### config.mk
export PLATFORM = sky130hd
export DESIGN_NAME = cprs_core_regs
export DESIGN_NICKNAME = d
export VERILOG_FILES = /design/src/cprs_pkg.sv /design/src/cprs_addr_dec.sv /design/src/cprs_core_regs.sv /design/src/cprs_gpr_mem.sv
export SDC_FILE = /design/constraint.sdc
export NUM_CORES = 1
export LEC_CHECK = 0
export BUFFER_PORTS_ARGS = -buffer_cell sky130_fd_sc_hd__buf_4
export CAP_MARGIN = 40
export CORE_MARGIN = 2
export CORE_UTILIZATION = 35
export DETAILED_ROUTE_END_ITERATION = 8
export PLACE_DENSITY = 0.59
export SYNTH_ARGS = -nofsm -noshare
export SYNTH_HDL_FRONTEND = slang
export SYNTH_SLANG_ARGS = --single-unit
### constraint.sdc
create_clock -name mclk -period 2.76 [get_ports mclk]
set_input_delay 0.138 -clock mclk [delete_from_list [all_inputs] [get_ports mclk]]
set_output_delay 0.138 -clock mclk [all_outputs]
set_load 0.02 [all_outputs]
### src/cprs_pkg.sv
// Package of constants for the processor register set
package cprs_pkg;
	localparam logic [7:0] PSW_RESET = 8'h06;
	localparam int PSW_IE_BIT = 7;
	localparam int PSW_IN_SERVICE_PRIORITY_HIGH_BIT = 2;
	localparam int PSW_IN_SERVICE_PRIORITY_LOW_BIT = 1;
	localparam int PSW_CY_BIT = 0;
	localparam logic [7:0] DBANK_RESET = 8'h0F;
	localparam logic [7:0] BBANK_RESET = 8'h00;
	localparam logic [3:0] BANK_FIELD_MASK = 4'hF;
	localparam logic [19:0] GPR_BASE = 20'hFFEF8;
	localparam logic [19:0] GPR_LAST = 20'hFFEFF;
	localparam logic [19:0] PERIPH_BASE = 20'hFFF00;
	localparam logic [19:0] PERIPH_LAST = 20'hFFFFF;
	localparam logic [3:0] PLAIN_BANK = 4'hF;
	localparam logic [15:0] RESET_VEC_LO = 16'h0000;
	localparam logic [15:0] RESET_VEC_HI = 16'h0001;
	// Register port offsets
	localparam logic [7:0] REG_PSW = 8'h00;
	localparam logic [7:0] REG_SP_LO = 8'h01;
	localparam logic [7:0] REG_SP_HI = 8'h02;
	localparam logic [7:0] REG_DBANK = 8'h03;
	localparam logic [7:0] REG_BBANK = 8'h04;
	localparam logic [7:0] REG_GPR_BASE = 8'h08;
	localparam logic [7:0] REG_PC_LO = 8'h10;
	localparam logic [7:0] REG_PC_MID = 8'h11;
	localparam logic [7:0] REG_PC_HI = 8'h12;
	typedef enum logic [1:0] {CPRS_CY_NONE, CPRS_CY_ARITH, CPRS_CY_ROT, CPRS_CY_BIT} cprs_cyop_t;
	typedef enum logic [1:0] {CPRS_SP_HOLD, CPRS_SP_PUSH, CPRS_SP_POP, CPRS_SP_LOAD} cprs_spop_t;
endpackage

### src/cprs_addr_dec.sv
// Data address extension and area decode
module cprs_addr_dec (
	input wire logic mclk,
	input wire logic rst_n,
	input wire logic [15:0] addr16,
	input wire logic use_bank,
	input wire logic [3:0] bank,
	output logic [19:0] addr20,
	output logic in_gpr,
	output logic in_periph
);
	logic [19:0] next_addr20;
	// plain addresses sit in top 64 KB
	assign next_addr20 = {use_bank ? bank : cprs_pkg::PLAIN_BANK, addr16};
	always_ff @(posedge mclk) begin
		if (!rst_n) begin
			addr20 <= 20'h00000;
			in_gpr <= 1'b0;
			in_periph <= 1'b0;
		end else begin
			addr20 <= next_addr20;
			in_gpr <= next_addr20 >= cprs_pkg::GPR_BASE && next_addr20 <= cprs_pkg::GPR_LAST;
			in_periph <= next_addr20 >= cprs_pkg::PERIPH_BASE && next_addr20 <= cprs_pkg::PERIPH_LAST;
		end
	end
endmodule

### src/cprs_core_regs.sv
// Processor register set: status word, stack pointer, banks, registers
// Function
// - Refuse interrupts of priority lower than the in-service level.
// - Gate every vectored acknowledge with the interrupt enable flag.
// - Carry catches add overflow and subtract underflow.
// - Carry takes rotate shift-out, acts as bit accumulator.
// - Sixteen-bit stack pointer; stack lives only in internal RAM.
// - Decrement stack pointer before push, increment after pop.
// - Stack pointer undefined after reset; software loads it.
// - Eight byte registers mapped at FFEF8H to FFEFFH.
// - Byte registers also accessed as four 16-bit pairs.
// - Data bank extends data addresses; branch bank extends register branches.
// - Reset data bank to 0FH, branch bank to 00H.
// - Bank registers eight bits, upper four fixed zero.
// - Plain addresses reach F0000H up; banked reach whole space.
// - Decode peripheral area FFF00H to FFFFFH.
// - Peripheral access in 1-bit or 8-bit units per register.
// - Reset loads PC low from vector bytes, clears top bits.
// - Reset sets status word to 06H.
// - Disable or acknowledge clears enable; enable instruction sets.
//
// The implementer's own choices: the plain strobed port and the address map.
module cprs_core_regs (
	input wire logic mclk,
	input wire logic rst_n,
	// Register port
	input wire logic [7:0] reg_addr,
	input wire logic [7:0] reg_wdata,
	input wire logic reg_wr,
	input wire logic reg_rd,
	output logic [7:0] reg_rdata,
	// Interrupt request from the controller
	input wire logic int_req,
	input wire logic [1:0] int_level,
	input wire logic ei_exec,
	input wire logic di_exec,
	input wire logic isp_load,
	input wire logic [1:0] isp_value,
	output logic int_ack,
	// Carry update
	input wire cprs_pkg::cprs_cyop_t cy_op,
	input wire logic cy_in,
	output logic carry_flag,
	// Stack pointer
	input wire cprs_pkg::cprs_spop_t sp_op,
	input wire logic [15:0] sp_load,
	output logic [15:0] stack_pointer,
	output logic [15:0] stack_addr,
	// Data access address path
	input wire logic [15:0] data_addr16,
	input wire logic data_use_bank,
	output logic [19:0] data_addr20,
	output logic data_in_gpr,
	output logic data_in_periph,
	input wire logic periph_bit_access,
	input wire logic periph_bit_ok,
	output logic periph_unit_err,
	// Register-direct branch
	input wire logic [15:0] branch_addr16,
	input wire logic branch_exec,
	// Reset vector fetch
	input wire logic [7:0] vec_data,
	output logic [15:0] vec_addr,
	output logic [19:0] program_counter,
	output logic pc_ready,
	// General register pair port
	input wire logic [1:0] pair_sel,
	input wire logic [15:0] pair_wdata,
	input wire logic pair_wr,
	output logic [15:0] pair_rdata
);
	typedef enum logic [1:0] {CPRS_VEC_LO, CPRS_VEC_HI, CPRS_RUN} cprs_boot_t;
	cprs_boot_t boot;
	logic interrupt_enable_flag;
	logic in_service_priority_high;
	logic in_service_priority_low;
	logic [3:0] data_bank;
	logic [3:0] branch_bank;
	logic [7:0] program_status_word;
	logic gpr_wr;
	logic [1:0] isp;
	logic take;
	logic [7:0] rd_mux;

	assign isp = {in_service_priority_high, in_service_priority_low};
	assign program_status_word = {interrupt_enable_flag, 4'h0, in_service_priority_high, in_service_priority_low, carry_flag};
	// level must not be lower than in-service
	assign take = int_req && interrupt_enable_flag && (int_level <= isp) && boot == CPRS_RUN;
	assign gpr_wr = reg_wr && reg_addr[7:3] == cprs_pkg::REG_GPR_BASE[7:3];

	always_ff @(posedge mclk) begin
		if (!rst_n) begin
			int_ack <= 1'b0;
		end else begin
			int_ack <= take;
		end
	end

	// Enable flag and in-service levels
	always_ff @(posedge mclk) begin
		if (!rst_n) begin
			interrupt_enable_flag <= cprs_pkg::PSW_RESET[cprs_pkg::PSW_IE_BIT];
			in_service_priority_high <= cprs_pkg::PSW_RESET[cprs_pkg::PSW_IN_SERVICE_PRIORITY_HIGH_BIT];
			in_service_priority_low <= cprs_pkg::PSW_RESET[cprs_pkg::PSW_IN_SERVICE_PRIORITY_LOW_BIT];
		end else begin
			// acknowledge and disable clear, enable sets
			if (take || di_exec) begin
				interrupt_enable_flag <= 1'b0;
			end else if (ei_exec) begin
				interrupt_enable_flag <= 1'b1;
			end else if (reg_wr && reg_addr == cprs_pkg::REG_PSW) begin
				interrupt_enable_flag <= reg_wdata[cprs_pkg::PSW_IE_BIT];
			end
			// Acknowledge raises in-service level to the accepted one
			if (take) begin
				{in_service_priority_high, in_service_priority_low} <= int_level;
			end else if (isp_load) begin
				{in_service_priority_high, in_service_priority_low} <= isp_value;
			end else if (reg_wr && reg_addr == cprs_pkg::REG_PSW) begin
				in_service_priority_high <= reg_wdata[cprs_pkg::PSW_IN_SERVICE_PRIORITY_HIGH_BIT];
				in_service_priority_low <= reg_wdata[cprs_pkg::PSW_IN_SERVICE_PRIORITY_LOW_BIT];
			end
		end
	end

	// Carry flag
	always_ff @(posedge mclk) begin
		if (!rst_n) begin
			carry_flag <= cprs_pkg::PSW_RESET[cprs_pkg::PSW_CY_BIT];
		end else begin
			case (cy_op)
				cprs_pkg::CPRS_CY_ARITH: begin
					carry_flag <= cy_in;
				end
				cprs_pkg::CPRS_CY_ROT, cprs_pkg::CPRS_CY_BIT: begin
					carry_flag <= cy_in;
				end
				default: begin
					if (reg_wr && reg_addr == cprs_pkg::REG_PSW) begin
						carry_flag <= reg_wdata[cprs_pkg::PSW_CY_BIT];
					end
				end
			endcase
		end
	end

	// Stack pointer has no reset: contents undefined until loaded
	// no reset branch
	always_ff @(posedge mclk) begin
		case (sp_op)
			cprs_pkg::CPRS_SP_PUSH: begin
				stack_pointer <= stack_pointer - 16'h0001;
				stack_addr <= stack_pointer - 16'h0001;
			end
			cprs_pkg::CPRS_SP_POP: begin
				stack_pointer <= stack_pointer + 16'h0001;
				stack_addr <= stack_pointer;
			end
			cprs_pkg::CPRS_SP_LOAD: begin
				stack_pointer <= sp_load;
				stack_addr <= sp_load;
			end
			default: begin
				if (reg_wr && reg_addr == cprs_pkg::REG_SP_LO) begin
					stack_pointer[7:0] <= reg_wdata;
				end else if (reg_wr && reg_addr == cprs_pkg::REG_SP_HI) begin
					stack_pointer[15:8] <= reg_wdata;
				end
			end
		endcase
	end

	// Bank registers
	always_ff @(posedge mclk) begin
		if (!rst_n) begin
			data_bank <= cprs_pkg::DBANK_RESET[3:0];
			branch_bank <= cprs_pkg::BBANK_RESET[3:0];
		end else begin
			if (reg_wr && reg_addr == cprs_pkg::REG_DBANK) begin
				data_bank <= reg_wdata[3:0] & cprs_pkg::BANK_FIELD_MASK;
			end
			if (reg_wr && reg_addr == cprs_pkg::REG_BBANK) begin
				branch_bank <= reg_wdata[3:0] & cprs_pkg::BANK_FIELD_MASK;
			end
		end
	end

	// Reset vector fetch, then branches
	always_ff @(posedge mclk) begin
		if (!rst_n) begin
			boot <= CPRS_VEC_LO;
			vec_addr <= cprs_pkg::RESET_VEC_LO;
			program_counter <= 20'h00000;
			pc_ready <= 1'b0;
		end else begin
			case (boot)
				// low byte from 0000H, top bits cleared
				CPRS_VEC_LO: begin
					program_counter <= {4'h0, 8'h00, vec_data};
					vec_addr <= cprs_pkg::RESET_VEC_HI;
					boot <= CPRS_VEC_HI;
				end
				CPRS_VEC_HI: begin
					program_counter[15:8] <= vec_data;
					pc_ready <= 1'b1;
					boot <= CPRS_RUN;
				end
				default: begin
					if (branch_exec) begin
						program_counter <= {branch_bank, branch_addr16};
					end
				end
			endcase
		end
	end

	// data bank supplies data upper bits
	cprs_addr_dec u_dec (
		.mclk(mclk),
		.rst_n(rst_n),
		.addr16(data_addr16),
		.use_bank(data_use_bank),
		.bank(data_bank),
		.addr20(data_addr20),
		.in_gpr(data_in_gpr),
		.in_periph(data_in_periph)
	);

	// bit access only where the register allows it
	always_ff @(posedge mclk) begin
		if (!rst_n) begin
			periph_unit_err <= 1'b0;
		end else begin
			// Bank F reaches the same area, so banked accesses are checked too
			periph_unit_err <= periph_bit_access && !periph_bit_ok
				&& data_addr16[15:8] == cprs_pkg::PERIPH_BASE[15:8]
				&& (!data_use_bank || data_bank == cprs_pkg::PLAIN_BANK);
		end
	end

	// pair and byte access to general registers
	cprs_gpr_mem #(
		.NREG(8)
	) u_gpr (
		.mclk(mclk),
		.rst_n(rst_n),
		.waddr(reg_addr[2:0]),
		.wdata(reg_wdata),
		.wbyte(gpr_wr),
		.wpair(pair_sel),
		.wpdata(pair_wdata),
		.wpair_en(pair_wr),
		.raddr(reg_addr[2:0]),
		.rpair(pair_sel),
		.rdata(),
		.rpdata(pair_rdata)
	);

	// Read port; general register bytes are read back through the pair port
	always_comb begin
		rd_mux = 8'h00;
		if (reg_addr == cprs_pkg::REG_PSW) begin
			rd_mux = program_status_word;
		end else if (reg_addr == cprs_pkg::REG_SP_LO) begin
			rd_mux = stack_pointer[7:0];
		end else if (reg_addr == cprs_pkg::REG_SP_HI) begin
			rd_mux = stack_pointer[15:8];
		end else if (reg_addr == cprs_pkg::REG_DBANK) begin
			rd_mux = {4'h0, data_bank};
		end else if (reg_addr == cprs_pkg::REG_BBANK) begin
			rd_mux = {4'h0, branch_bank};
		end else if (reg_addr == cprs_pkg::REG_PC_LO) begin
			rd_mux = program_counter[7:0];
		end else if (reg_addr == cprs_pkg::REG_PC_MID) begin
			rd_mux = program_counter[15:8];
		end else if (reg_addr == cprs_pkg::REG_PC_HI) begin
			rd_mux = {4'h0, program_counter[19:16]};
		end
	end

	always_ff @(posedge mclk) begin
		if (!rst_n) begin
			reg_rdata <= 8'h00;
		end else begin
			reg_rdata <= reg_rd ? rd_mux : 8'h00;
		end
	end

	// Assertions
	a_prio_block: assert property (@(posedge mclk) disable iff (!rst_n)
		int_level > isp |=> !int_ack) else $error("Lower priority acknowledged");
	a_ie_gate: assert property (@(posedge mclk) disable iff (!rst_n)
		!interrupt_enable_flag |=> !int_ack) else $error("Acknowledge with enable low");
	a_ack_clears: assert property (@(posedge mclk) disable iff (!rst_n)
		int_ack |-> !interrupt_enable_flag) else $error("Enable not cleared by acknowledge");
	a_carry_load: assert property (@(posedge mclk) disable iff (!rst_n)
		cy_op != cprs_pkg::CPRS_CY_NONE |=> carry_flag == $past(cy_in)) else $error("Carry not captured");
	a_sp_push: assert property (@(posedge mclk) disable iff (!rst_n)
		sp_op == cprs_pkg::CPRS_SP_PUSH |=> stack_pointer == $past(stack_pointer) - 16'h0001
		&& stack_addr == stack_pointer) else $error("Push not predecrement");
	a_sp_load: assert property (@(posedge mclk) disable iff (!rst_n)
		sp_op == cprs_pkg::CPRS_SP_LOAD |=> stack_pointer == $past(sp_load)) else $error("Stack load lost");
	a_sp_pop: assert property (@(posedge mclk) disable iff (!rst_n)
		sp_op == cprs_pkg::CPRS_SP_POP |=> stack_pointer == $past(stack_pointer) + 16'h0001)
		else $error("Pop not postincrement");
	a_bank_zero: assert property (@(posedge mclk) disable iff (!rst_n)
		reg_rd && reg_addr == cprs_pkg::REG_DBANK |=> reg_rdata[7:4] == 4'h0) else $error("Bank top nonzero");
	a_bank_reset: assert property (@(posedge mclk)
		!rst_n |=> data_bank == 4'hF && branch_bank == 4'h0) else $error("Bank reset wrong");
	a_pc_boot: assert property (@(posedge mclk) disable iff (!rst_n)
		rst_n && boot == CPRS_VEC_LO |=> program_counter[19:16] == 4'h0 ##1 pc_ready) else $error("Boot fetch wrong");
	a_ext_addr: assert property (@(posedge mclk) disable iff (!rst_n)
		data_use_bank |=> data_addr20 == {$past(data_bank), $past(data_addr16)}) else $error("Extension wrong");
	a_ie_set: assert property (@(posedge mclk) disable iff (!rst_n)
		ei_exec && !di_exec && !take |=> interrupt_enable_flag) else $error("Enable not set");
	a_di_clear: assert property (@(posedge mclk) disable iff (!rst_n)
		di_exec |=> !interrupt_enable_flag) else $error("Disable did not clear enable");
	a_isp_take: assert property (@(posedge mclk) disable iff (!rst_n)
		take |=> isp == $past(int_level)) else $error("In-service level not raised");
	a_periph_ok: assert property (@(posedge mclk) disable iff (!rst_n)
		periph_bit_access && periph_bit_ok |=> !periph_unit_err) else $error("Allowed bit access flagged");
	a_plain_addr: assert property (@(posedge mclk) disable iff (!rst_n)
		rst_n && !data_use_bank |=> data_addr20[19:16] == cprs_pkg::PLAIN_BANK)
		else $error("Plain address outside top");
	a_periph_area: assert property (@(posedge mclk) disable iff (!rst_n)
		data_in_periph |-> data_addr20 >= cprs_pkg::PERIPH_BASE) else $error("Peripheral decode outside area");
	a_gpr_window: assert property (@(posedge mclk) disable iff (!rst_n)
		data_in_gpr |-> data_addr20 >= cprs_pkg::GPR_BASE && data_addr20 <= cprs_pkg::GPR_LAST)
		else $error("Register window decode wrong");
	a_bank_write: assert property (@(posedge mclk) disable iff (!rst_n)
		reg_wr && reg_addr == cprs_pkg::REG_DBANK |=> data_bank == $past(reg_wdata[3:0]))
		else $error("Bank write lost");
	a_pc_branch: assert property (@(posedge mclk) disable iff (!rst_n)
		branch_exec && boot == CPRS_RUN |=> program_counter == {$past(branch_bank), $past(branch_addr16)})
		else $error("Branch bank not applied");
endmodule

### src/cprs_gpr_mem.sv
// Eight-byte general register bank with byte and pair ports
module cprs_gpr_mem #(
	parameter int NREG = 8
) (
	input wire logic mclk,
	input wire logic rst_n,
	input wire logic [2:0] waddr,
	input wire logic [7:0] wdata,
	input wire logic wbyte,
	input wire logic [1:0] wpair,
	input wire logic [15:0] wpdata,
	input wire logic wpair_en,
	input wire logic [2:0] raddr,
	input wire logic [1:0] rpair,
	output logic [7:0] rdata,
	output logic [15:0] rpdata
);
	logic [7:0] mem [NREG];
	genvar g;
	generate
		for (g = 0; g < NREG; g++) begin : g_reg
			always_ff @(posedge mclk) begin
				if (!rst_n) begin
					mem[g] <= 8'h00;
				end else if (wpair_en && wpair == 2'(g / 2)) begin
					mem[g] <= (g % 2 == 1) ? wpdata[15:8] : wpdata[7:0];
				end else if (wbyte && waddr == 3'(g)) begin
					mem[g] <= wdata;
				end
			end
		end
	endgenerate
	always_ff @(posedge mclk) begin
		rdata <= mem[raddr];
		rpdata <= {mem[{rpair, 1'b1}], mem[{rpair, 1'b0}]};
	end
endmodule

Word level (Yosys, flattened, before mapping)
Memories as Yosys holds them, arrays and structs flattened. A register that Yosys moved wholly into a read port is not among the register bits.
Cells that the tools add are included.
{"block": "word_totals", "ff_bits": 100, "ramBits": 64, "in_bits": 112, "out_inout_bits": 118, "wordCells": 216, "memories": 1}
{"block": "op_classes", "addsub": 2, "n_lt_le_gt_ge": 5, "n_eq_ne": 29, "mux": 90, "bitwise": 19, "n_reduce_logical": 49}
{"memory": "u_gpr.mem", "words": 8, "word_bits": 8, "rd": 2, "rd_ports_with_merged_regs": 2, "write_ports": 8, "line_no": "cprs_gpr_mem.sv:18", "rtl": "logic [7:0] mem [NREG];"}
{"cell": "8-bit 2-to-1 mux", "n": 26}
{"cell": "16-bit one-hot mux with 3 select lines", "n": 2}
{"cell": "1-bit 2-to-1 mux", "n": 55}
{"cell": "20-bit >= comparator, second input constant", "n": 2}
{"cell": "20-bit less-or-equal comparator, second input constant", "n": 2}
{"cell": "8-bit one-hot mux with 2 select lines", "n": 2}
{"cell": "1-bit logical AND", "n": 26}
{"cell": "8-bit by 5-bit equality test with 1-bit output, second input constant", "n": 3}
{"cell": "20-bit 2-to-1 mux", "n": 1}
{"cell": "16-bit by 1-bit adder with 16-bit output, second input constant", "n": 1}
{"cell": "8-bit by 2-bit equality test with 1-bit output, second input constant", "n": 2}
{"cell": "1-bit OR", "n": 16}
{"cell": "16-bit by 1-bit subtractor with 16-bit output, second input constant", "n": 1}
{"cell": "2-bit equality test, second input constant", "n": 7}
{"cell": "3-bit equality test, second input constant", "n": 4}
{"cell": "3-bit nonzero test", "n": 3}
{"cell": "2-bit by 1-bit equality test with 1-bit output, second input constant", "n": 4}
{"cell": "8-bit by 1-bit equality test with 1-bit output, second input constant", "n": 1}
{"cell": "8-bit by 3-bit equality test with 1-bit output, second input constant", "n": 1}
{"cell": "8-bit equality test, second input constant", "n": 1}
{"cell": "8-bit logical NOT", "n": 1}
{"cell": "4-bit 2-to-1 mux", "n": 2}
{"cell": "4-bit one-hot mux with 2 select lines", "n": 1}
{"cell": "2-bit nonzero test", "n": 4}
{"cell": "other kinds (16)", "n": 26}

Longest topological paths before layout
Gate-level depths: netlist of the first run.
{"block": "depth", "depth_word": 9, "mapped_depth": 8}

By module
A second synthesis of the first run with hierarchy kept.
{"block": "unflattened", "cells_unflattened": 881, "hier_area_um2": 9809.4}
{"mod": "cprs_core_regs", "instances": 1, "cells_per_inst": 570, "area_per_inst_um2": 4893.4, "seq_area_each_um2": 1881.8}
{"mod": "cprs_gpr_mem", "instances": 1, "cells_per_inst": 255, "area_per_inst_um2": 4255.3, "seq_area_each_um2": 2402.3}
{"mod": "cprs_addr_dec", "instances": 1, "cells_per_inst": 56, "area_per_inst_um2": 660.6, "seq_area_each_um2": 440.4}

Least setup slack after synthesis of the first run
Ideal clock, no wire load.
{"block": "synth_path", "path_kind": "register -> register", "start": "register stack_pointer[0]", "end": "register stack_pointer[8] (data pin)", "t_arrival_ps": 2077, "t_required_ps": 2494, "setup_slack_ps": 417, "path_stages_with_launch": 9, "synth_period_minus_slack_ps": 2343, "cell_sequence": "edfxtp_1 > clkbuf_1 > inv_1 > ha_1 > nor4b_1 > nand2_1 > xnor2_1 > a221oi_1 > a21oi_1"}
{"block": "synth_between", "elab_chain_cells": 2, "word_cells_on_any_way": 3, "classes_between": "2 x add/sub; 1 x mux"}
{"item": "start, declared", "line_no": "cprs_core_regs.sv:47", "rtl": "output logic [15:0] stack_pointer,"}
{"item": "start signal, assigned", "line_no": "cprs_core_regs.sv:152", "rtl": "stack_pointer <= stack_pointer - 16'h0001;"}
{"item": "start signal, assigned", "line_no": "cprs_core_regs.sv:156", "rtl": "stack_pointer <= stack_pointer + 16'h0001;"}
{"item": "start signal, assigned", "line_no": "cprs_core_regs.sv:160", "rtl": "stack_pointer <= sp_load;"}
{"item": "16-bit by 1-bit adder with 16-bit output / 16-bit by 1-bit subtractor with 16-bit output (equally long branches)", "line_no": "cprs_core_regs.sv:156, cprs_core_regs.sv:152"}
{"item": "16-bit one-hot mux with 3 select lines *", "line_no": "cprs_core_regs.sv:150", "rtl": "case (sp_op)"}
Mark *: on every way between the ends. The rest lies on a longest branch, timed or not.
A chain may end at the register's enable or synchronous reset.

Final worst setup path of the first run
Ends and elaborated chain as after synthesis.

==> impl_results.html, run 1 <==
<table>
<tr><th>Metric</th><th>Value</th></tr>
<tr><th colspan="2">Status</th></tr>
<tr><td>Result of the run</td><td>completed</td></tr>
<tr><th colspan="2">Synth</th></tr>
<tr><td>Top area cells in the synthesized netlist</td><td>edfxtp_1, dfxtp_1, a22o_1</td></tr>
<tr><td>Synthesized flop and latch total</td><td>180</td></tr>
<tr><td>Mean instance size in the synthesized netlist</td><td>10.6 um^2</td></tr>
<tr><td>Async set or reset register ratio after synthesis</td><td>0</td></tr>
<tr><td>Count leader, synth</td><td>edfxtp_1</td></tr>
<tr><td>Portion of the post-synthesis area used by sequential elements</td><td>0.511</td></tr>
<tr><td>Synth Cell Area</td><td>8930 um^2</td></tr>
<tr><td>Most frequently used flop master after synthesis</td><td>edfxtp_1</td></tr>
<tr><td>Gate count after technology mapping</td><td>841</td></tr>
<tr><td>Number of warnings printed during yosys synthesis</td><td>0</td></tr>
<tr><td>Top-area cell type share of the netlist area</td><td>0.323</td></tr>
<tr><td>Synth area leader</td><td>edfxtp_1</td></tr>
<tr><td>Count of flip-flops with a built-in enable after synthesis</td><td>96</td></tr>
<tr><td>Commonest cells in the netlist</td><td>edfxtp_1, dfxtp_1, nor2_1, a22o_1, clkbuf_1</td></tr>
<tr><td>Count of different cell masters after synthesis</td><td>62</td></tr>
<tr><th colspan="2">Final layout</th></tr>
<tr><td>Synth-to-layout area growth</td><td>33.1%</td></tr>
<tr><td>Number of diodes</td><td>0</td></tr>
<tr><td>Final instance area</td><td>11,900 um^2</td></tr>
<tr><td>Fraction of layout instances using a drive strength above 1</td><td>0.297</td></tr>
<tr><td>Share of the core filled with cells in the final layout</td><td>0.473</td></tr>
<tr><td>Final #Nets</td><td>1,203</td></tr>
<tr><th colspan="2">STA</th></tr>
<tr><td>Minimum period implied by the final worst setup slack</td><td>2.31 ns</td></tr>
<tr><td>Actual slew at the worst max-slew pin</td><td>0.794 ns</td></tr>
<tr><td>Number of max-slew violations in the final report</td><td>0</td></tr>
<tr><td>Relative slew margins</td><td>0.468</td></tr>
<tr><td>Worst Skew</td><td>0.0121 ns</td></tr>
<tr><td>Final Hold Violating Endpoints</td><td>0</td></tr>
<tr><td>Maximum clock frequency</td><td>0.433 GHz</td></tr>
<tr><td>Final setup fails</td><td>0</td></tr>
<tr><td>Aggregate negative setup slack</td><td>0 ns</td></tr>
<tr><td>Fin crit share</td><td>0.838</td></tr>
<tr><td>Setup repair after global routing missed its margin</td><td>false</td></tr>
<tr><th colspan="2">Detailed routing</th></tr>
<tr><td>DRC violations left</td><td>0</td></tr>
<tr><td>Antenna-violating nets left</td><td>0</td></tr>
<tr><td>Via density</td><td>5.46</td></tr>
<tr><td>Routed wire per std cell</td><td>20.3 um</td></tr>
<tr><td>Detailed-route via count</td><td>7,793</td></tr>
<tr><td>Sum of routed wire length over all layers</td><td>28,900 um</td></tr>
<tr><td>First-pass iteration count of the detailed router</td><td>7</td></tr>
<tr><td>Count of routing violations after the opening detailed-route iteration</td><td>617</td></tr>
<tr><th colspan="2">Worst setup path</th></tr>
<tr><td>Critical-path maximum fanout</td><td>7</td></tr>
<tr><td>Worst setup startpoint</td><td>stack_pointer[0]$_DFFE_PP_</td></tr>
<tr><td>Reg2reg end</td><td>stack_pointer[8]$_DFFE_PP_</td></tr>
<tr><td>Kind of launch point of the worst setup path</td><td>flip-flop</td></tr>
<tr><td>Cells along the critical path</td><td>inv_1 -&gt; ha_1 -&gt; nor4b_1 -&gt; buf_4 -&gt; nand2_1 -&gt; xnor2_1 -&gt; a221oi_1 -&gt; a21oi_1</td></tr>
<tr><td>Data arrival at the endpoint of the critical path</td><td>2.49 ns</td></tr>
<tr><td>Startpoint of the worst-slack reg-to-reg timing path</td><td>stack_pointer[0]$_DFFE_PP_</td></tr>
<tr><td>CP peak stage delay</td><td>0.40 ns</td></tr>
<tr><td>Data required time at the worst endpoint</td><td>2.94 ns</td></tr>
<tr><td>Depth of the worst register-to-register path</td><td>8</td></tr>
<tr><td>Cell type of the slowest stage on the worst timing path</td><td>edfxtp_1</td></tr>
<tr><td>Critical setup path kind</td><td>flip-flop to flip-flop</td></tr>
<tr><td>Reg-to-reg slack, setup</td><td>0.45 ns</td></tr>
<tr><td>End of the critical path</td><td>stack_pointer[8]$_DFFE_PP_</td></tr>
<tr><td>Crit path capture type</td><td>flip-flop</td></tr>
<tr><th colspan="2">Placement</th></tr>
<tr><td>Dpl cell area</td><td>10,900 um^2</td></tr>
<tr><td>HPWL after detailed placement</td><td>20,300 um</td></tr>
<tr><td>Weighted congestion reported at the end of routability-driven placement</td><td>0.873</td></tr>
<tr><td>Number of buffers added on ports</td><td>214</td></tr>
<tr><th colspan="2">Clocking</th></tr>
<tr><td>Post-CTS setup buffer count</td><td>0</td></tr>
<tr><td>Clock edge transition at the registers on the reported setup and hold paths</td><td>0.07 ns</td></tr>
<tr><td>Maximum level of the CTS H-tree</td><td>4</td></tr>
<tr><td>Clock Root Buffer</td><td>clkbuf_16</td></tr>
<tr><td>Num Clock Sinks</td><td>180</td></tr>
<tr><td>Clock latency of the later-clocked register in the worst-skew pair</td><td>0.44 ns</td></tr>
<tr><td>TritonCTS clock tree</td><td>yes</td></tr>
<tr><td>Number of buffers added by the clock tree synthesis step</td><td>17</td></tr>
<tr><td>CTS Buffer Depth</td><td>2</td></tr>
<tr><td>Cts repair resizes</td><td>0</td></tr>
<tr><th colspan="2">Die</th></tr>
<tr><td>Die area</td><td>26,800 um^2</td></tr>
<tr><td>Standard cell core area</td><td>25,100 um^2</td></tr>
<tr><td>Chip Height</td><td>164 um</td></tr>
<tr><td>Die width</td><td>164 um</td></tr>
<tr><td>Initial Utilization</td><td>0.356</td></tr>
<tr><td>Core Rows</td><td>58</td></tr>
<tr><td>I/O Pins</td><td>230</td></tr>
<tr><th colspan="2">Pwr</th></tr>
<tr><td>Reported net switching power</td><td>2.01 mW</td></tr>
<tr><td>Part of the power in the clock network</td><td>0.341</td></tr>
<tr><td>Peak supply drop</td><td>0.000290 V</td></tr>
<tr><td>Internal Power</td><td>5.05 mW</td></tr>
<tr><td>Part of the power in registers</td><td>0.457</td></tr>
<tr><td>Cell area power density</td><td>594 nW/um^2</td></tr>
<tr><td>Power, Total</td><td>7.06 mW</td></tr>
<tr><td>Standby leakage power</td><td>4.80 nW</td></tr>
<tr><td>Sw frac</td><td>0.285</td></tr>
<tr><td>Comb pwr share</td><td>0.202</td></tr>
<tr><th colspan="2">Global routing</th></tr>
<tr><td>Residual overflow from global routing</td><td>0</td></tr>
<tr><td>Number of global-route vias before repair</td><td>7,715</td></tr>
<tr><td>Largest net degree at the start of global routing</td><td>36</td></tr>
<tr><td>Number of antenna violations at the first check in global routing</td><td>0</td></tr>
<tr><td>Tot GR Track Use</td><td>0.215</td></tr>
<tr><td>Wire length of the first global-routing pass</td><td>43,800 um</td></tr>
<tr><th colspan="2">Min path</th></tr>
<tr><td>Path class of the lowest-slack min-delay path</td><td>input port to flip-flop</td></tr>
<tr><td>Launch point of the worst hold path</td><td>sp_load[15]</td></tr>
<tr><td>Cell count of the worst hold path</td><td>3</td></tr>
<tr><th colspan="2">Job</th></tr>
<tr><td># Max-Cap Violations</td><td>0</td></tr>
</table>
timing repair:
item / in CTS / in global routing
hold buffers: 35 / 1
setup endpoints to repair: 0 / 0
hold endpoints to repair: 36 / 1
placed cells by master (no fill, tap or decap), types with 4 or more instances in the layout:
cell	count
a311oi_1	8
clkbuf_1	5
mux4_2	16
nor2b_1	11
xnor2_1	11
ha_1	8
a21o_1	4
xor2_1	12
mux2i_1	16
a22oi_1	32
a21oi_1	30
dlygate4sd3_1	36
a221oi_1	9
buf_4	256
o21ai_0	39
and2_1	18
nor3_1	22
clkbuf_16	20
a22o_1	64
a31oi_1	9
nor4_1	13
nand3_1	26
o22ai_1	7
or2_2	5
dfxtp_1	84
inv_1	19
o311ai_0	5
mux2_2	15
nand2_1	52
edfxtp_1	96
conb_1	15
nand2b_1	5
nor2_1	65
nand4_1	7
a222oi_1	4
critical path: cells and delay by family (launching register included):
| kind | cells | cell delay [ns] |
|---|---|---|
| and+or+nand+nor | 2 | 0.54 |
| AOI/OAI and AO/OA | 2 | 0.39 |
| xor gates and xnor gates | 1 | 0.20 |
| DFF | 1 | 0.40 |
| adders and majority gates | 1 | 0.24 |
| buffers and inverters | 2 | 0.29 |
state kept, by name, indices dropped and copies added, names as in the netlist, 2 cells and up:
| register | count |
|---|---|
| u_gpr.mem | 64 |
| reg_rdata | 8 |
| program_counter | 20 |
| pair_rdata | 16 |
| stack_addr | 16 |
| data_bank | 4 |
| boot | 2 |
| stack_pointer | 16 |
| u_dec.addr20 | 20 |
| branch_bank | 4 |
routing by layer:
metal,GRT usage,vias to the layer above,wire length (um)
met5,0,-,0
met1,0.286,3789,12500
met2,0.355,314,13800
met4,0.0662,0,614
met3,0.0419,38,2040
li1,-,3652,-
cell families after synthesis:
logic type	after synthesis	share of synthesized area
compound gates	234	0.191
xor+xnor	23	0.0226
fa+ha+maj	8	0.0112
buf+inv	102	0.0493
flops	180	0.511
mux	47	0.0772
other cells	1	0.000420
simple gates	246	0.137
stage by stage:
stage / hold WS (ns) / setup WS [ns] / instances
finish: 0.0115 / 0.448 / 1426
global route: 0.0109 / 0.303 / 1426
CTS: 0.000909 / 0.475 / 1425
detailed placement: 0.321 / 0.392 / 1358
global placement: 0.324 / 0.449 / 1358
floorplan: 0.228 / 0.417 / 855
power by group through the flow:
| stage | Combinational, mW | Sequential (mW) | Clock [mW] |
|---|---|---|---|
| floorplan | 0.642 | 3.40 | 0 |
| global placement | 1.37 | 3.28 | 0 |
| detailed placement | 1.38 | 3.28 | 0 |
| CTS | 1.42 | 3.23 | 2.44 |
| global route | 1.54 | 3.25 | 2.56 |
| finish | 1.43 | 3.23 | 2.41 |
final cells by class:
| type | instances | area, um^2 |
|---|---|---|
| clock inverter | 5 | 35.0 |
| tap | 330 | 413 |
| inverter | 19 | 71.3 |
| clock buffer | 27 | 541 |
| sequential | 180 | 4560 |
| timing repair buffer | 292 | 2280 |
| multi-input combinational | 573 | 3980 |
| fill | 2409 | 13200 |
worst min-delay path by stage:
stage                                               endpoint  slack, ns
after detailed placement  interrupt_enable_flag$_SDFFE_PP0P_       0.32
after global routing                stack_addr[13]$_DFFE_PN_       0.01
after CTS                         periph_unit_err$_SDFF_PN0_     0.0009
final                               stack_addr[15]$_DFFE_PN_       0.01
after floorplan           interrupt_enable_flag$_SDFFE_PP0P_       0.23
after global placement    interrupt_enable_flag$_SDFFE_PP0P_       0.32
Note: power is estimated with default switching activity, not from simulation.
==> run 2: changes to the inputs <==
ABC_AREA = 1   (was default)
PLACE_DENSITY = 0.61   (was 0.59)
clock period = 2.1 ns   (was 2.76 ns; I/O delays follow)
==> run 2 against run 1 <==
  * Die area down 0.13%
  * Clock skew up 0.00062 ns
  * Sequential share of layout area down 1.2 points
  * Synthesized cell count up 31%
==> impl_results.html, run 2 <==
<table>
<tr><th>Metric</th><th>Value</th></tr>
<tr><th colspan="2">Synth</th></tr>
<tr><td>Synth Cell Area</td><td>8920 um^2 (-0.14%)</td></tr>
<tr><td>Synthesized flop and latch total</td><td>180 (unchanged)</td></tr>
<tr><td>Most frequently used flop master after synthesis</td><td>edfxtp_1</td></tr>
<tr><td>Top-area cell type share of the netlist area</td><td>0.323 (+0.000453)</td></tr>
<tr><td>Commonest cells in the netlist</td><td>nand2_1, inv_1, edfxtp_1, o21ai_0, nand3_1</td></tr>
<tr><td>Top area cells in the synthesized netlist</td><td>edfxtp_1, dfxtp_1, nand2_1</td></tr>
<tr><td>Gate count after technology mapping</td><td>1,103 (+31%)</td></tr>
<tr><td>Async set or reset register ratio after synthesis</td><td>0 (unchanged)</td></tr>
<tr><td>Count leader, synth</td><td>nand2_1</td></tr>
<tr><td>Synth area leader</td><td>edfxtp_1</td></tr>
<tr><td>Count of flip-flops with a built-in enable after synthesis</td><td>96 (unchanged)</td></tr>
<tr><td>Number of warnings printed during yosys synthesis</td><td>0 (unchanged)</td></tr>
<tr><td>Mean instance size in the synthesized netlist</td><td>8.09 um^2 (-24%)</td></tr>
<tr><td>Portion of the post-synthesis area used by sequential elements</td><td>0.512 (+0.000717)</td></tr>
<tr><td>Count of different cell masters after synthesis</td><td>39 (-37%)</td></tr>
<tr><th colspan="2">Global routing</th></tr>
<tr><td>Number of global-route vias before repair</td><td>8,373 (+8.5%)</td></tr>
<tr><td>Tot GR Track Use</td><td>0.224 (+0.00888)</td></tr>
<tr><td>Largest net degree at the start of global routing</td><td>33 (-8.3%)</td></tr>
<tr><td>Number of antenna violations at the first check in global routing</td><td>0 (unchanged)</td></tr>
<tr><td>Wire length of the first global-routing pass</td><td>46,200 um (+5.7%)</td></tr>
<tr><td>Residual overflow from global routing</td><td>0 (unchanged)</td></tr>
<tr><th colspan="2">Detailed routing</th></tr>
<tr><td>Detailed-route via count</td><td>8,776 (+13%)</td></tr>
<tr><td>Via density</td><td>5.03 (-8.0%)</td></tr>
<tr><td>Sum of routed wire length over all layers</td><td>29,900 um (+3.3%)</td></tr>
<tr><td>DRC violations left</td><td>0 (unchanged)</td></tr>
<tr><td>Antenna-violating nets left</td><td>0 (unchanged)</td></tr>
<tr><td>First-pass iteration count of the detailed router</td><td>6 (-1)</td></tr>
<tr><td>Count of routing violations after the opening detailed-route iteration</td><td>806 (+31%)</td></tr>
<tr><td>Routed wire per std cell</td><td>17.1 um (-16%)</td></tr>
<tr><th colspan="2">STA</th></tr>
<tr><td>Number of max-slew violations in the final report</td><td>0 (unchanged)</td></tr>
<tr><td>Worst hold-check slack</td><td>0.0166 ns (+0.00513 ns)</td></tr>
<tr><td>Final Hold Violating Endpoints</td><td>0 (unchanged)</td></tr>
<tr><td>Actual slew at the worst max-slew pin</td><td>0.660 ns (-0.134 ns)</td></tr>
<tr><td>Final setup fails</td><td>0 (unchanged)</td></tr>
<tr><td>Minimum period implied by the final worst setup slack</td><td>1.93 ns (-0.385 ns)</td></tr>
<tr><td>Fin crit share</td><td>0.918 (+0.0800)</td></tr>
<tr><td>Setup repair after global routing missed its margin</td><td>false</td></tr>
<tr><td>Worst Skew</td><td>0.0127 ns (+0.000620 ns)</td></tr>
<tr><td>Aggregate negative setup slack</td><td>0 ns (unchanged)</td></tr>
<tr><td>Relative slew margins</td><td>0.560 (+0.0916)</td></tr>
<tr><td>Maximum clock frequency</td><td>0.519 GHz (+20%)</td></tr>
<tr><th colspan="2">Clocking</th></tr>
<tr><td>Maximum level of the CTS H-tree</td><td>4 (unchanged)</td></tr>
<tr><td>Clock edge transition at the registers on the reported setup and hold paths</td><td>0.07 ns (about the same)</td></tr>
<tr><td>TritonCTS clock tree</td><td>yes</td></tr>
<tr><td>Clock Root Buffer</td><td>clkbuf_16</td></tr>
<tr><td>CTS Buffer Depth</td><td>2 (unchanged)</td></tr>
<tr><td>Num Clock Sinks</td><td>180 (unchanged)</td></tr>
<tr><td>Clock latency of the later-clocked register in the worst-skew pair</td><td>0.44 ns (about the same)</td></tr>
<tr><td>Post-CTS setup buffer count</td><td>0 (unchanged)</td></tr>
<tr><td>Number of buffers added by the clock tree synthesis step</td><td>17 (unchanged)</td></tr>
<tr><th colspan="2">Worst setup path</th></tr>
<tr><td>Critical path's top delay family</td><td>buffers and inverters</td></tr>
<tr><td>Most prevalent standard cell on the critical path</td><td>inv_1</td></tr>
<tr><td>Sum of buffers and inverters on the critical path</td><td>3 (+1)</td></tr>
<tr><td>Critical setup path kind</td><td>flip-flop to flip-flop</td></tr>
<tr><td>CP peak stage delay</td><td>0.55 ns (+0.15 ns)</td></tr>
<tr><td>Critical-path maximum fanout</td><td>9 (+2)</td></tr>
<tr><td>Cell type of the slowest stage on the worst timing path</td><td>dlygate4sd3_1</td></tr>
<tr><td>Cells along the critical path</td><td>inv_1 -&gt; ha_1 -&gt; inv_1 -&gt; nor2_1 -&gt; o21ai_0 -&gt; nand2_2 -&gt; nand2_1 -&gt; a21oi_1 -&gt; dlygate4sd3_1</td></tr>
<tr><td>Crit path capture type</td><td>flip-flop</td></tr>
<tr><td>Data arrival at the endpoint of the critical path</td><td>2.25 ns (-0.24 ns)</td></tr>
<tr><td>Data required time at the worst endpoint</td><td>2.42 ns (-0.52 ns)</td></tr>
<tr><td>Kind of launch point of the worst setup path</td><td>flip-flop</td></tr>
<tr><th colspan="2">Final layout</th></tr>
<tr><td>Registers with the most flip-flops</td><td>u_gpr.mem (64), program_counter (20), u_dec.addr20 (20)</td></tr>
<tr><td>Final #Nets</td><td>1,523 (+27%)</td></tr>
<tr><td>Commonest non-fill, non-tap cell in the layout</td><td>nand2_1</td></tr>
<tr><td>Highest-count cells in the layout ignoring fill and taps</td><td>nand2_1, buf_4, inv_1</td></tr>
<tr><td>Fraction of layout instances using a drive strength above 1</td><td>0.215 (-0.0811)</td></tr>
<tr><td>Number of diodes</td><td>0 (unchanged)</td></tr>
<tr><td>Synth-to-layout area growth</td><td>37.7%</td></tr>
<tr><td>Largest reg by FF count</td><td>u_gpr.mem</td></tr>
<tr><td>Flip-flop count of the largest register, all copies and words added</td><td>64 (unchanged)</td></tr>
<tr><th colspan="2">Die</th></tr>
<tr><td>Die area</td><td>26,800 um^2 (-0.13%)</td></tr>
<tr><td>Standard cell core area</td><td>25,100 um^2 (unchanged)</td></tr>
<tr><td>Chip Height</td><td>164 um (about the same)</td></tr>
<tr><td>I/O Pins</td><td>230 (unchanged)</td></tr>
<tr><td>Initial Utilization</td><td>0.355 (-0.000498)</td></tr>
<tr><td>Die width</td><td>164 um (about the same)</td></tr>
<tr><td>Core Rows</td><td>58 (unchanged)</td></tr>
<tr><th colspan="2">Job</th></tr>
<tr><td># Max-Cap Violations</td><td>0 (unchanged)</td></tr>
<tr><th colspan="2">Placement</th></tr>
<tr><td>Weighted congestion reported at the end of routability-driven placement</td><td>0.905 (+3.7%)</td></tr>
<tr><td>HPWL after detailed placement</td><td>22,300 um (+9.7%)</td></tr>
<tr><td>Number of buffers added on ports</td><td>214 (unchanged)</td></tr>
<tr><th colspan="2">Pwr</th></tr>
<tr><td>Peak supply drop</td><td>0.000495 V (+70%)</td></tr>
<tr><td>Standby leakage power</td><td>5.51 nW (+15%)</td></tr>
<tr><td>Cell area power density</td><td>761 nW/um^2 (+28%)</td></tr>
<tr><th colspan="2">Min path</th></tr>
<tr><td>Path class of the lowest-slack min-delay path</td><td>input port to flip-flop</td></tr>
<tr><th colspan="2">Status</th></tr>
<tr><td>Result of the run</td><td>completed</td></tr>
</table>
run 2: stage by stage:
| step | worst slack, ns | cell area (um^2) | total power, mW | utilization | std cells |
|---|---|---|---|---|---|
| after floorplan | 0.189 | 8970 | 5.30 | - | 1117 |
| after global placement | 0.269 | 11000 | 6.16 | 0.439 | 1644 |
| after detailed placement | 0.228 | 11000 | 6.18 | 0.439 | 1645 |
| after CTS | 0.0778 | 12300 | 9.41 | 0.489 | 1746 |
| after global routing | 0.0184 | 12300 | 9.76 | 0.489 | 1746 |
| final | 0.173 | 12300 | 9.35 | 0.489 | 1746 |
run 2: logic make-up after synthesis:
family          after synthesis  share of synthesized area
fa+ha+maj                     8                     0.0112
other cells                   1                   0.000420
compound gates              212                      0.138
xor+xnor                      6                    0.00589
simple gates                530                      0.254
flops                       180                      0.512
buf+inv                     166                     0.0784
run 2: path summary, 6_finish.rpt:
path / start / end / slack, ns / depth (start not counted)
setup / recovery: in_service_priority_high$_SDFFE_PN1P_ / interrupt_enable_flag$_SDFFE_PP0P_ / 0.17 / 9
hold / removal: int_level[1] / in_service_priority_high$_SDFFE_PN1P_ / 0.02 / 4
setup reg to reg: in_service_priority_high$_SDFFE_PN1P_ / interrupt_enable_flag$_SDFFE_PP0P_ / 0.17 / 9
hold reg to reg: u_gpr.mem[1][0]$_DFFE_PP_ / pair_rdata[0]$_DFF_P_ / 0.46 / 2
run 2: what timing repair did:
action	4_1_cts	5_1_grt
resized for setup	0	3
endpoints found under the hold margin	94	0
endpoints found under the setup margin	0	8
hold buffers	69	0
run 2: power breakdown:
group / switching, mW / internal, mW
combinational: 1.16 / 0.798
clock: 1.54 / 1.58
sequential: 0.224 / 4.05
run 2: area by class of cell:
class                           count  area [um^2]
Tap cell                          330          413
Clock buffer                       18          429
Multi-Input combinational cell    771         3710
Fill cell                        2492        12800
Inverter                          113          424
Timing Repair Buffer              320         2600
Clock inverter                     14          139
Sequential cell                   180         4570
run 2: per-layer routing:
layer,GRT usage,part of all wire,up-vias
met5,0,0,-
met4,0.0594,0.015,0
met3,0.0592,0.090,37
met2,0.370,0.47,402
met1,0.291,0.42,4032
li1,-,-,4305
run 2: worst register-to-register path, cell delays in order, from the launching register on:
cell           delay (ns)
dfxtp_1              0.37
inv_1                0.06
ha_1                 0.28
inv_1                0.06
nor2_1               0.03
o21ai_0              0.18
nand2_2              0.16
nand2_1              0.09
a21oi_1              0.04
dlygate4sd3_1        0.55
==> run 3: changes to the inputs <==
ABC_AREA = default   (was 1)
CORE_UTILIZATION = 30   (was 35)
PLACE_DENSITY = 0.54   (was 0.61)
==> run 3 against run 2 <==
  * Fmax decreased by 5.2%
  * Cell count decreased by 11%
  * Critical endpoint unchanged
  * Register-to-register slack got worse by 0.11 ns
  * Clock skew increased by 0.0027 ns
  * Global-route usage decreased by 3.0 points
  * Setup slack got worse by 0.11 ns
  * Sequential cell count unchanged
  * Count of clock-buffer cells in the layout increased by 4
  * Die area increased by 16%
==> impl_results.html, run 3 (synthesis results as in run 1) <==
<table>
<tr><th>Metric</th><th>Value</th></tr>
<tr><th colspan="2">Min path</th></tr>
<tr><td>Launch point of the worst hold path</td><td>sp_load[7]</td></tr>
<tr><td>Worst min-delay path endpoint</td><td>stack_addr[7]$_DFFE_PN_</td></tr>
<tr><td>Path class of the lowest-slack min-delay path</td><td>input port to flip-flop</td></tr>
<tr><td>Cell count of the worst hold path</td><td>3 (-1)</td></tr>
<tr><th colspan="2">Final layout</th></tr>
<tr><td>Final-layout fill cell count</td><td>2,879 (+16%)</td></tr>
<tr><td>Synth-to-layout area growth</td><td>42.8%</td></tr>
<tr><td>Non-filler cells, final</td><td>1,560 (-11%)</td></tr>
<tr><td>Commonest non-fill, non-tap cell in the layout</td><td>buf_4</td></tr>
<tr><td>Highest-count cells in the layout ignoring fill and taps</td><td>buf_4, edfxtp_1, dfxtp_1</td></tr>
<tr><td>Flip-flop count of the largest register, all copies and words added</td><td>64 (unchanged)</td></tr>
<tr><td>Fraction of layout instances using a drive strength above 1</td><td>0.330 (+0.114)</td></tr>
<tr><td>Registers with the most flip-flops</td><td>u_gpr.mem (64), program_counter (20), u_dec.addr20 (20)</td></tr>
<tr><td>Largest reg by FF count</td><td>u_gpr.mem</td></tr>
<tr><td>Share of the core filled with cells in the final layout</td><td>0.433 (-0.0565)</td></tr>
<tr><td>Final #Nets</td><td>1,275 (-16%)</td></tr>
<tr><th colspan="2">Clocking</th></tr>
<tr><td>Clock Root Buffer</td><td>clkbuf_16</td></tr>
<tr><td>Clock edge transition at the registers on the reported setup and hold paths</td><td>0.08 ns (about the same)</td></tr>
<tr><td>Maximum level of the CTS H-tree</td><td>4 (unchanged)</td></tr>
<tr><td>TritonCTS clock tree</td><td>yes</td></tr>
<tr><td>CTS Buffer Depth</td><td>2 (unchanged)</td></tr>
<tr><td>Num Clock Sinks</td><td>180 (unchanged)</td></tr>
<tr><td>Number of buffers added by the clock tree synthesis step</td><td>17 (unchanged)</td></tr>
<tr><td>Clock latency of the later-clocked register in the worst-skew pair</td><td>0.44 ns (about the same)</td></tr>
<tr><th colspan="2">Global routing</th></tr>
<tr><td>Number of antenna violations at the first check in global routing</td><td>2 (+2)</td></tr>
<tr><td>Number of global-route vias before repair</td><td>7,906 (-5.6%)</td></tr>
<tr><td>Residual overflow from global routing</td><td>0 (unchanged)</td></tr>
<tr><td>Tot GR Track Use</td><td>0.194 (-0.0302)</td></tr>
<tr><td>Wire length of the first global-routing pass</td><td>45,800 um (-0.98%)</td></tr>
<tr><td>Largest net degree at the start of global routing</td><td>44 (+33%)</td></tr>
<tr><th colspan="2">Worst setup path</th></tr>
<tr><td>Data arrival at the endpoint of the critical path</td><td>2.42 ns (+0.17 ns)</td></tr>
<tr><td>Data required time at the worst endpoint</td><td>2.49 ns (+0.07 ns)</td></tr>
<tr><td>Cells along the critical path</td><td>inv_1 -&gt; ha_1 -&gt; nor2b_1 -&gt; o21ai_0 -&gt; a2111oi_1 -&gt; dlygate4sd3_1</td></tr>
<tr><td>Cell type of the slowest stage on the worst timing path</td><td>dlygate4sd3_1</td></tr>
<tr><td>Reg2reg end</td><td>interrupt_enable_flag$_SDFFE_PP0P_</td></tr>
<tr><td>Critical-path maximum fanout</td><td>3 (-6)</td></tr>
<tr><td>Critical setup path kind</td><td>flip-flop to flip-flop</td></tr>
<tr><td>Crit path capture type</td><td>flip-flop</td></tr>
<tr><td>Reg-to-reg slack, setup</td><td>0.07 ns (-0.11 ns)</td></tr>
<tr><td>Startpoint of the worst-slack reg-to-reg timing path</td><td>in_service_priority_high$_SDFFE_PN1P_</td></tr>
<tr><td>Depth of the worst register-to-register path</td><td>6 (-3)</td></tr>
<tr><td>Kind of launch point of the worst setup path</td><td>flip-flop</td></tr>
<tr><td>CP peak stage delay</td><td>0.60 ns (+0.05 ns)</td></tr>
<tr><th colspan="2">STA</th></tr>
<tr><td>Fin crit share</td><td>0.968 (+0.0503)</td></tr>
<tr><td>Smallest setup slack after layout</td><td>0.0674 ns (-0.106 ns)</td></tr>
<tr><td>Setup repair after global routing missed its margin</td><td>true</td></tr>
<tr><td>Final Hold Violating Endpoints</td><td>0 (unchanged)</td></tr>
<tr><td>Maximum clock frequency</td><td>0.492 GHz (-5.2%)</td></tr>
<tr><td>Worst hold-check slack</td><td>0.0109 ns (-0.00567 ns)</td></tr>
<tr><td>Worst Skew</td><td>0.0155 ns (+0.00272 ns)</td></tr>
<tr><td>Number of max-slew violations in the final report</td><td>0 (unchanged)</td></tr>
<tr><td>Relative slew margins</td><td>0.512 (-0.0483)</td></tr>
<tr><td>Final setup fails</td><td>0 (unchanged)</td></tr>
<tr><td>Actual slew at the worst max-slew pin</td><td>0.732 ns (+0.0725 ns)</td></tr>
<tr><td>Minimum period implied by the final worst setup slack</td><td>2.03 ns (+0.106 ns)</td></tr>
<tr><th colspan="2">Die</th></tr>
<tr><td>Die area</td><td>31,200 um^2 (+16%)</td></tr>
<tr><td>Chip Height</td><td>177 um (+7.9%)</td></tr>
<tr><td>Initial Utilization</td><td>0.303 (-0.0522)</td></tr>
<tr><td>I/O Pins</td><td>230 (unchanged)</td></tr>
<tr><td>Standard cell core area</td><td>29,500 um^2 (+17%)</td></tr>
<tr><td>Core Rows</td><td>63 (+8.6%)</td></tr>
<tr><td>Die width</td><td>177 um (+7.9%)</td></tr>
<tr><th colspan="2">Placement</th></tr>
<tr><td>Weighted congestion reported at the end of routability-driven placement</td><td>0.860 (-5.0%)</td></tr>
<tr><td>Number of buffers added on ports</td><td>214 (unchanged)</td></tr>
<tr><td>Place WS</td><td>-0.0547 ns (-0.282 ns)</td></tr>
<tr><td>HPWL after detailed placement</td><td>22,100 um (-0.63%)</td></tr>
<tr><td>Number of cells after detailed placement</td><td>1,457 (-11%)</td></tr>
<tr><th colspan="2">Detailed routing</th></tr>
<tr><td>Top layer in use</td><td>met4</td></tr>
<tr><td>Met2 wire length</td><td>14,800 um (+5.2%)</td></tr>
<tr><td>First-pass iteration count of the detailed router</td><td>5 (-1)</td></tr>
<tr><td>Metal-1 WL</td><td>13,500 um (+6.7%)</td></tr>
<tr><td>Routed wire per std cell</td><td>19.7 um (+15%)</td></tr>
<tr><td>Antenna-violating nets left</td><td>0 (unchanged)</td></tr>
<tr><td>DRC violations left</td><td>0 (unchanged)</td></tr>
<tr><td>Detailed-route via count</td><td>8,077 (-8.0%)</td></tr>
<tr><td>Met3 Routed Length</td><td>2030 um (-24%)</td></tr>
<tr><td>Count of routing violations after the opening detailed-route iteration</td><td>634 (-21%)</td></tr>
<tr><td>Via density</td><td>5.18 (+3.0%)</td></tr>
<tr><td>Sum of routed wire length over all layers</td><td>30,800 um (+3.0%)</td></tr>
<tr><th colspan="2">Pwr</th></tr>
<tr><td>Cell area power density</td><td>761 nW/um^2 (about the same)</td></tr>
<tr><td>Peak supply drop</td><td>0.000558 V (+13%)</td></tr>
<tr><td>Standby leakage power</td><td>5.17 nW (-6.0%)</td></tr>
<tr><th colspan="2">Status</th></tr>
<tr><td>Result of the run</td><td>completed</td></tr>
<tr><th colspan="2">Job</th></tr>
<tr><td># Max-Cap Violations</td><td>0 (unchanged)</td></tr>
</table>
run 3: area by class of cell:
cell class,count,area (um^2),area share
repair buffers,364,2950,0.231
clock buffers,22,498,0.0390
clock inverters,10,110,0.00863
diodes,2,5.00,0.000392
flip-flops and latches,180,4560,0.358
multi-input cells,573,4070,0.319
inverters,19,71.3,0.00559
well taps,390,488,0.0383
run 3: worst max path at each step:
stage	start	end	slack (ns)	depth (start not counted)
after floorplan	stack_pointer[0]$_DFFE_PP_	stack_addr[6]$_DFFE_PN_	-0.006	8
after global placement	reg_addr[3]	reg_rdata[3]$_SDFF_PP0_	-0.03	6
after detailed placement	reg_addr[3]	reg_rdata[3]$_SDFF_PP0_	-0.05	6
after CTS	in_service_priority_high$_SDFFE_PN1P_	interrupt_enable_flag$_SDFFE_PP0P_	0.05	6
after global routing	stack_pointer[0]$_DFFE_PP_	stack_addr[6]$_DFFE_PN_	-0.07	8
final	in_service_priority_high$_SDFFE_PN1P_	interrupt_enable_flag$_SDFFE_PP0P_	0.07	6
run 3: per-stage QoR:
| stage | TNS [ns] | power [mW] | area, um^2 |
|---|---|---|---|
| floorplan | -0.00577 | 5.34 | 9050 |
| global placement | -0.0334 | 6.28 | 11400 |
| detailed placement | -0.0547 | 6.30 | 11400 |
| CTS | 0 | 9.73 | 12700 |
| global route | -0.120 | 10.1 | 12800 |
| finish | 0 | 9.71 | 12800 |
run 3: worst max-delay path: cells and delay by family (launching register included):
kind            cells  cell delay [ns]
buf+inv             2             0.67
compound gates      2             0.51
flops               1             0.36
fa+ha+maj           1             0.29
simple gates        1             0.16
run 3: repair_timing:
action | 4_1_cts | 5_1_grt
buffers inserted | 0 | 4
resized for setup | 0 | 12
endpoints found under the setup margin | 0 | 10
hold buffers | 65 | 0
hold endpoints to repair | 99 | 0
run 3: power by group:
| part | total (mW) | internal, mW | switching (mW) |
|---|---|---|---|
| logic | 2.16 | 0.977 | 1.18 |
| registers | 4.20 | 4.04 | 0.167 |
| clock network | 3.34 | 1.84 | 1.50 |
| total | 9.71 | 6.86 | 2.85 |
run 3: layer usage:
layer	GRT usage	vias up
li1	-	3800
met1	0.258	3961
met2	0.320	293
met3	0.0396	23
met4	0.0558	0
met5	0	-
